<file path="src/kei_map.svh">
`ifndef KEI_MAP_SVH
`define KEI_MAP_SVH
// register byte addresses on the apb bus
`define KEI_ADDR_SCR 12'h000
`define KEI_ADDR_KEN 12'h004
// status and control field positions
`define KEI_SCR_KEY_SENS 0
`define KEI_SCR_MASKK 1
`define KEI_SCR_KEY_ACK 2
`define KEI_SCR_KEY_FLAG 3
`define KEI_SCR_EXT_SENS 4
`define KEI_SCR_MASKI 5
`define KEI_SCR_EXT_ACK 6
`define KEI_SCR_EXT_FLAG 7
// reset values
`define KEI_SCR_RESET 8'h00
`define KEI_KEN_RESET 6'h00
`endif

</file>
<file path="src/kei_pkg.sv">
package kei_pkg;
  typedef enum logic [1:0] {
    KEI_REG_SCR = 2'b00,
    KEI_REG_KEN = 2'b01,
    KEI_REG_NONE = 2'b10
  } kei_reg_t;
endpackage

</file>
<file path="src/kei_unit.sv">
`timescale 1ns/10ps
`default_nettype none
`include "kei_map.svh"

module kei_unit #(
  parameter int NKEY = 6
) (
  // clock and reset
  input wire logic MCLK,
  input wire logic RST_N,
  // apb slave
  input wire logic PSEL,
  input wire logic PENABLE,
  input wire logic PWRITE,
  input wire logic [11:0] PADDR,
  input wire logic [31:0] PWDATA,
  output logic [31:0] PRDATA,
  output logic PREADY,
  output logic PSLVERR,
  // pins and port control
  input wire logic EXT_PIN_N,
  input wire logic [NKEY-1:0] KEY_PIN,
  input wire logic [NKEY-1:0] PORT_DIR,
  output logic [NKEY-1:0] KEY_PULLUP_EN,
  output logic [NKEY-1:0] KEY_DIR_EFF,
  // system integration
  input wire logic VECTOR_FETCH,
  input wire logic BREAK_STATE,
  input wire logic BREAK_CLEAR_ENABLE,
  output logic EXT_IRQ_REQ,
  output logic KEY_IRQ_REQ
);

  // ------------------------------------------------------------
  // pin synchronisers
  // ------------------------------------------------------------
  logic ext_meta_q;
  logic ext_sync_q;
  logic [NKEY-1:0] key_meta_q;
  logic [NKEY-1:0] key_sync_q;

  always_ff @(posedge MCLK or negedge RST_N) begin
    if (!RST_N) begin
      ext_meta_q <= 1'b1;
      ext_sync_q <= 1'b1;
      key_meta_q <= '1;
      key_sync_q <= '1;
    end else begin
      ext_meta_q <= EXT_PIN_N;
      ext_sync_q <= ext_meta_q;
      key_meta_q <= KEY_PIN;
      key_sync_q <= key_meta_q;
    end
  end

  // ------------------------------------------------------------
  // apb decode
  // ------------------------------------------------------------
  kei_pkg::kei_reg_t reg_sel;
  logic wr_stb;
  logic ack_ok;

  always_comb begin
    unique case (PADDR)
      `KEI_ADDR_SCR: reg_sel = kei_pkg::KEI_REG_SCR;
      `KEI_ADDR_KEN: reg_sel = kei_pkg::KEI_REG_KEN;
      default: reg_sel = kei_pkg::KEI_REG_NONE;
    endcase
  end

  assign wr_stb = PSEL && PENABLE && PWRITE;
  // zero wait states; unmapped addresses answer with an error
  assign PREADY = 1'b1;
  assign PSLVERR = PSEL && PENABLE && (reg_sel == kei_pkg::KEI_REG_NONE);
  // break blocks software clears unless enabled
  assign ack_ok = !BREAK_STATE || BREAK_CLEAR_ENABLE;

  logic scr_wr;
  logic ken_wr;
  logic ext_sw_ack;
  logic key_sw_ack;
  assign scr_wr = wr_stb && (reg_sel == kei_pkg::KEI_REG_SCR);
  assign ken_wr = wr_stb && (reg_sel == kei_pkg::KEI_REG_KEN);
  assign ext_sw_ack = scr_wr && PWDATA[`KEI_SCR_EXT_ACK] && ack_ok;
  assign key_sw_ack = scr_wr && PWDATA[`KEI_SCR_KEY_ACK] && ack_ok;

  // ------------------------------------------------------------
  // control registers
  // ------------------------------------------------------------
  logic mask_e_q;
  logic mode_e_q;
  logic mask_k_q;
  logic mode_k_q;
  logic [NKEY-1:0] key_en_q;

  always_ff @(posedge MCLK or negedge RST_N) begin
    if (!RST_N) begin
      mask_e_q <= 1'b0;
      mode_e_q <= 1'b0;
      mask_k_q <= 1'b0;
      mode_k_q <= 1'b0;
    end else if (scr_wr) begin
      mask_e_q <= PWDATA[`KEI_SCR_MASKI];
      mode_e_q <= PWDATA[`KEI_SCR_EXT_SENS];
      mask_k_q <= PWDATA[`KEI_SCR_MASKK];
      mode_k_q <= PWDATA[`KEI_SCR_KEY_SENS];
    end
  end

  always_ff @(posedge MCLK or negedge RST_N) begin
    if (!RST_N) begin
      key_en_q <= NKEY'(`KEI_KEN_RESET);
    end else if (ken_wr) begin
      key_en_q <= PWDATA[NKEY-1:0];
    end
  end

  assign KEY_PULLUP_EN = key_en_q;
  // enabled keypad pins are forced to input
  assign KEY_DIR_EFF = PORT_DIR & ~key_en_q;

  // ------------------------------------------------------------
  // external pin latch
  // ------------------------------------------------------------
  logic ext_prev_q;
  logic ext_latch_q;
  logic ext_fall;
  logic ext_ack;

  always_ff @(posedge MCLK or negedge RST_N) begin
    if (!RST_N) begin
      ext_prev_q <= 1'b1;
    end else begin
      ext_prev_q <= ext_sync_q;
    end
  end

  assign ext_fall = ext_prev_q && !ext_sync_q;
  assign ext_ack = VECTOR_FETCH || ext_sw_ack;

  // set beats clear
  always_ff @(posedge MCLK or negedge RST_N) begin
    if (!RST_N) begin
      ext_latch_q <= 1'b0;
    end else if (ext_fall) begin
      ext_latch_q <= 1'b1;
    end else if (ext_ack) begin
      ext_latch_q <= 1'b0;
    end
  end

  // pin still low since the latched edge; keeps a level request alive
  // after an early ack, so ack and release may come in any order
  logic ext_hold_q;
  logic ext_pend;

  always_ff @(posedge MCLK or negedge RST_N) begin
    if (!RST_N) begin
      ext_hold_q <= 1'b0;
    end else if (ext_fall) begin
      ext_hold_q <= 1'b1;
    end else if (ext_sync_q) begin
      ext_hold_q <= 1'b0;
    end
  end

  assign ext_pend = ext_latch_q || (mode_e_q && ext_hold_q);

  // ------------------------------------------------------------
  // keypad latch
  // ------------------------------------------------------------
  logic key_all_high;
  logic key_prev_q;
  logic key_latch_q;
  logic key_fall;
  logic key_ack;

  // and of the enabled pins; disabled pins count as high
  assign key_all_high = &(key_sync_q | ~key_en_q);

  always_ff @(posedge MCLK or negedge RST_N) begin
    if (!RST_N) begin
      key_prev_q <= 1'b1;
    end else begin
      key_prev_q <= key_all_high;
    end
  end

  // only the first pin to drop gives an edge
  assign key_fall = key_prev_q && !key_all_high;
  assign key_ack = VECTOR_FETCH || key_sw_ack;

  always_ff @(posedge MCLK or negedge RST_N) begin
    if (!RST_N) begin
      key_latch_q <= 1'b0;
    end else if (key_fall) begin
      key_latch_q <= 1'b1;
    end else if (key_ack) begin
      key_latch_q <= 1'b0;
    end
  end

  // same idea as the external pin: in level mode an ack while a pin is low is not lost
  // all enabled pins returning high finishes the clear
  logic key_hold_q;
  logic key_pend;

  always_ff @(posedge MCLK or negedge RST_N) begin
    if (!RST_N) begin
      key_hold_q <= 1'b0;
    end else if (key_fall) begin
      key_hold_q <= 1'b1;
    end else if (key_all_high) begin
      key_hold_q <= 1'b0;
    end
  end

  assign key_pend = key_latch_q || (mode_k_q && key_hold_q);

  // ------------------------------------------------------------
  // requests and read data
  // ------------------------------------------------------------
  // no clock gating here, so wait and stop keep the requests alive
  assign EXT_IRQ_REQ = ext_pend && !mask_e_q;
  assign KEY_IRQ_REQ = key_pend && !mask_k_q;

  logic [7:0] scr_rd;
  always_comb begin
    scr_rd = `KEI_SCR_RESET;
    scr_rd[`KEI_SCR_EXT_FLAG] = ext_pend;
    scr_rd[`KEI_SCR_MASKI] = mask_e_q;
    scr_rd[`KEI_SCR_EXT_SENS] = mode_e_q;
    scr_rd[`KEI_SCR_KEY_FLAG] = key_pend;
    scr_rd[`KEI_SCR_MASKK] = mask_k_q;
    scr_rd[`KEI_SCR_KEY_SENS] = mode_k_q;
  end

  always_ff @(posedge MCLK or negedge RST_N) begin
    if (!RST_N) begin
      PRDATA <= 32'h0000_0000;
    end else if (PSEL && !PENABLE && !PWRITE) begin
      unique case (reg_sel)
        kei_pkg::KEI_REG_SCR: PRDATA <= {24'h00_0000, scr_rd};
        kei_pkg::KEI_REG_KEN: PRDATA <= {{(32-NKEY){1'b0}}, key_en_q};
        default: PRDATA <= 32'h0000_0000;
      endcase
    end
  end
endmodule // kei_unit
`default_nettype wire

</file>
<file path="config.mk">
export PLATFORM = sky130hd
export DESIGN_NAME = kei_unit
export DESIGN_NICKNAME = d
export VERILOG_FILES = /design/src/kei_pkg.sv /design/src/kei_unit.sv
export VERILOG_INCLUDE_DIRS = /design/src /design/src/src
export SDC_FILE = /design/constraint.sdc
export NUM_CORES = 1
export LEC_CHECK = 0
export BUFFER_PORTS_ARGS = -buffer_cell sky130_fd_sc_hd__buf_2
export CELL_PAD_IN_SITES_DETAIL_PLACEMENT = 1
export CELL_PAD_IN_SITES_GLOBAL_PLACEMENT = 1
export CORE_MARGIN = 2
export CORE_UTILIZATION = 30
export DETAILED_ROUTE_END_ITERATION = 16
export GPL_TIMING_DRIVEN = 0
export PLACE_DENSITY_LB_ADDON = 0.1
export SKIP_CTS_REPAIR_TIMING = 1
export SYNTH_ARGS = -nofsm -noshare
export SYNTH_HDL_FRONTEND = slang
export SYNTH_SLANG_ARGS = --single-unit
</file>
<file path="constraint.sdc">
create_clock -name MCLK -period 1.2 [get_ports MCLK]
set_clock_uncertainty 0.05 [all_clocks]
set_input_delay 0.12 -clock MCLK [delete_from_list [all_inputs] [get_ports MCLK]]
set_output_delay 0.12 -clock MCLK [all_outputs]
set_load 0.01 [all_outputs]
</file>
# Word level (Yosys, flattened, before mapping)

Index checks and enable logic that the tools add are counted.

Logic and storage cells: 68
Input bits: 65
Output and inout port bits: 48
Bits in registers: 62

Eq/ne operators: 3
Muxes and demuxes: 10
Reduce and logical (&&, ||, !) cells: 36
Bitwise operators: 3

Operators with widths:

| operator                                             | number |
|---|---|
| logical AND 1 bit                                    | 17 |
| case mux 8 bit (2 select lines)                      | 1 |
| equality test 12 x 3 -> 1 bit, second input constant | 1 |
| zero test 12 bit                                     | 1 |
| two-way mux 1 bit                                    | 8 |
| nonzero test 2 bit                                   | 4 |
| zero test 1 bit                                      | 7 |
| AND 6 bit                                            | 1 |
| NOT 6 bit                                            | 1 |
| bitwise OR 6 bit                                     | 1 |
| AND reduction 6 bit                                  | 1 |
| logical OR 1 bit                                     | 5 |
| case mux 2 bit (2 select lines)                      | 1 |
| equality test 2 x 1 -> 1 bit, second input constant  | 1 |
| equality test 2 bit, second input constant           | 1 |
| zero test 2 bit                                      | 1 |

# Longest topological paths before layout

Depth after elaboration: 9
Mapped depth: 5
Depth with buffers taken out: 4

# Worst setup path after synthesis

Ideal clock, no wire load.

Path type: in2reg
From: in PADDR[6]
To: reg key_en_q[0], in the netlist KEY_PULLUP_EN[0]
Setup slack: -0.176 ns
Arrival: 1.200 ns
Data required time: 1.025 ns
Path buffers: 1
Setup time: 0.125 ns
Stages on the path: 5
Path through: nor4_2 and3_1 and3_1 buf_6 mux2_4

Longest elaborated chain between the ends: 4
Elaborated cells on any way between the ends: 5
Those cells by class: 2 x eq/ne; 1 x mux; 2 x reduce/logical

RTL lines:

| what                                                              | line            | text |
|---|---|---|
| start, declared                                                   | kei_unit.sv:15  | `input wire logic [11:0] PADDR,` |
| equality test 12 x 3 -> 1 bit or zero test 12 bit (tied branches) | kei_unit.sv:64  | `unique case (PADDR)` |
| case mux 2 bit (2 select lines) (*)                               | kei_unit.sv:64  |  |
| equality test 2 x 1 -> 1 bit (*)                                  | kei_unit.sv:83  | `assign ken_wr = wr_stb && (reg_sel == kei_pkg::KEI_REG_KEN);` |
| logical AND 1 bit (*)                                             | kei_unit.sv:83  |  |
| end signal, assigned                                              | kei_unit.sv:112 | `` key_en_q <= NKEY'(`KEI_KEN_RESET); `` |
| end signal, assigned                                              | kei_unit.sv:114 | `key_en_q <= PWDATA[NKEY-1:0];` |
| end, declared                                                     | kei_unit.sv:94  | `logic [NKEY-1:0] key_en_q;` |

Every way passes the cells marked *; elsewhere a longest branch is shown, timed or not.
A chain may end at the register's enable or synchronous reset.

# Final worst setup path

From: reg mode_e_q
To: out EXT_IRQ_REQ

Longest elaborated chain between the ends: 3

RTL lines:

| what                   | line            | text |
|---|---|---|
| start, declared        | kei_unit.sv:91  | `logic mode_e_q;` |
| start signal, assigned | kei_unit.sv:104 | `` mode_e_q <= PWDATA[`KEI_SCR_EXT_SENS]; `` |
| logical AND 1 bit      | kei_unit.sv:167 | `assign ext_pend = ext_latch_q \|\| (mode_e_q && ext_hold_q);` |
| logical OR 1 bit       | kei_unit.sv:167 |  |
| logical AND 1 bit      | kei_unit.sv:224 | `assign EXT_IRQ_REQ = ext_pend && !mask_e_q;` |
| end, declared          | kei_unit.sv:30  | `output logic EXT_IRQ_REQ,` |

Every way passes these cells.

==> out/metrics.cfg <==
[status]
status = finished with violations
violations = negative hold slack, negative setup slack

[global_routing]
grt_usage = 0.1173
grt_pass1_vias = 1193
grt_pass1_wl_um = 5651
grt_antenna_before_repair = 0
grt.overflow.total = 0
grt_max_degree = 38

[setup_path]
endpoint_kind = primary output
setup.worst_path.class = flop to primary output
crit_family = flip-flops
crit_path_max_fanout = 3
cpPeakStageDelay_ns = 0.41
crit_chain = a21oi_2, nor2_1, buf_2
arrival_ns = 1.06
worst-endpoint-required_ns = 1.03
cp_slowest_cell = dfrtp_1
cp.buffers_inverters = 1
cp-start-kind = flop

[pwr]
ir_drop_v = 0.0008262
power_density_mw_per_mm2 = 1079
p_total_mw = 2.638
power.leakage_nw = 1.271

[synthesis]
yosysSeqAreaShare = 0.5621
synth_area_leader_cell = dfrtp_1
async_flop_share = 1.000
synthTopCellsByArea = dfrtp_1 (31%), dfstp_2 (25%), buf_4 (12%)
synth_edf_count = 0
synth_ff_type = dfrtp_1
synth_simple_gate_area_share = 0.1279
synth.distinct_cells = 24
synth_cells = 147
synth-xor-area-share = 0
synth_top_area_share = 0.3123
yosysMostFrequentCell = buf_4
ys_ff_latch = 37
synth-warning-count = 0
synthAdderAreaFrac = 0
synth_area_per_cell_um2 = 11.45
synth.area.mux_share = 0.1041
yosys-top-cells-count = buf_4 (26), dfrtp_1 (21), dfstp_2 (16), nand2_1 (14), o21ai_0 (11)
syn-cell-area_mm2 = 0.001683
synth-compound-area-share = 0.05428
synth_top_family_by_area = buffers and inverters

[layout]
diodes = 0
fill_cells = 641
layout-drive-gt1-share = 0.5622
syn_to_final_growth_pct = 45.28
utilization = 0.4467
final_nets = 314

[route]
dr.pass1.iters = 4
drc = 0
postRouteAntennaNets = 0
drtIter0Drc = 27
totalWireLength_um = 3700
vias_per_cell = 4.040
vias = 1297
post_drt_wl_per_cell_um = 11.53

[worst_hold_path]
hold_path.class = input port to async pin

[die]
chipWidth_um = 78.90
row_count = 27
num_io_pins = 113
die-height_um = 78.90
core_area_mm2 = 0.005473
start_util = 0.3075
die-area_mm2 = 0.006224

[run]
drv_cap = 0

[timing]
rsz0062_at_grt = yes
fmax_ghz = 0.8127
final_max_slew_viol_count = 0
period_needed_ns = 1.230
hold_viol = 21
fin_crit_sh = 1.025
relSlewSlack = 0.4651
setup_viol = 1
hold_slack_ns = -0.1292
worst_pin_slew_ns = 0.8024
fin_ws_ns = -0.03048

[clock_tree]
numCtsBuffers = 5
clock-root-buffer = clkbuf_8
clockBufferDepth = 2
clk_pin_slew_worst_paths_ns = 0.07
clk_latency_ns = 0.28
cts_tree = built
ctsHtreeMaxLevel = 2
cts_sinks = 37

[place]
place.gp.congestion = 0.6692
dp_hpwl_um = 2660
portBuffers = 60

worst paths after layout:
kind                             startpoint          endpoint  slack [ns]  depth (start not counted)
hold / removal                        RST_N         PRDATA[4]       -0.13                          1
setup / recovery                   mode_e_q       EXT_IRQ_REQ       -0.03                          3
min in group MCLK                 PWDATA[3]  KEY_PULLUP_EN[3]        0.01                          2
max in group asynchronous             RST_N  KEY_PULLUP_EN[3]        0.67                          1
hold reg to reg               key_meta_q[5]     key_sync_q[5]        0.31                          0
setup reg to reg           KEY_PULLUP_EN[2]       key_latch_q        0.08                          4
metrics by stage:
step	cells	instance area, um^2	setup slack, ns	setup TNS (ns)	hold WS (ns)
2_1_floorplan	171	1795	-0.1479	-0.8877	-0.2256
3_3_place_gp	303	2186	-0.3655	-4.351	0.1746
3_5_place_dp	303	2186	-0.3686	-4.665	0.1763
4_1_cts	310	2290	-0.1017	-0.6007	-0.1326
5_1_grt	321	2445	-0.09829	-0.4617	-0.07837
6_report	321	2445	-0.03048	-0.03048	-0.1292
worst reg2reg max path: stages (launching register included):
cell and delay (ns):
dfrtp_2 0.44, inv_1 0.07, o22ai_1 0.09, nor3_2 0.25, o21ai_0 0.10
routing by layer:
layer	up-vias	global-route usage	wire, um
li1	638	-	-
met1	611	0.1483	1583
met2	44	0.1915	1822
met3	4	0.03523	264
met4	0	0.04138	30
met5	-	0	0
flip-flops by register name, summed over array words and instances (netlist names):
signal	cells
mask_e_q	1
key_sync_q	6
ext_meta_q	1
key_meta_q	6
key_latch_q	1
mask_k_q	1
key_hold_q	1
mode_e_q	1
ext_hold_q	1
ext_latch_q	1
KEY_PULLUP_EN	6
PRDATA	7
ext_sync_q	1
ext_prev_q	1
key_prev_q	1
mode_k_q	1
layout by cell type (no fill, tap or decap), drive strengths merged, types with 4 or more instances in the layout:
| cell | n |
|---|---|
| buf | 92 |
| clkbuf | 5 |
| conb | 26 |
| dfrtp | 21 |
| dfstp | 16 |
| dlygate4sd3 | 7 |
| inv | 8 |
| mux2 | 10 |
| mux2i | 4 |
| nand2 | 14 |
| nor2 | 8 |
| nor2b | 8 |
| o21ai | 11 |
logic make-up (layout without fill, tap and decap cells):
group,count (synthesis),count (layout)
flops,37,37
buf+inv,36,114
simple gates,41,41
other cells,2,26
compound gates,17,17
mux,14,14
report_power, final:
group / total [mW] / internal [mW] / switching, mW
combinational: 0.300 / 0.158 / 0.142
clock: 1.03 / 0.604 / 0.423
sequential: 1.31 / 1.30 / 0.0118
total: 2.64 / 2.06 / 0.577
layout make-up:
class | instances | area [um^2] | area share
sequential | 37 | 952.2 | 0.3895
multi-input combinational | 98 | 629.4 | 0.2574
timing repair buffer | 72 | 432.9 | 0.1771
buffer | 27 | 206.4 | 0.08444
tap | 72 | 90.09 | 0.03685
clock buffer | 5 | 68.82 | 0.02815
clock inverter | 2 | 35.03 | 0.01433
inverter | 8 | 30.03 | 0.01228
Power figures use the tool's default switching activity.
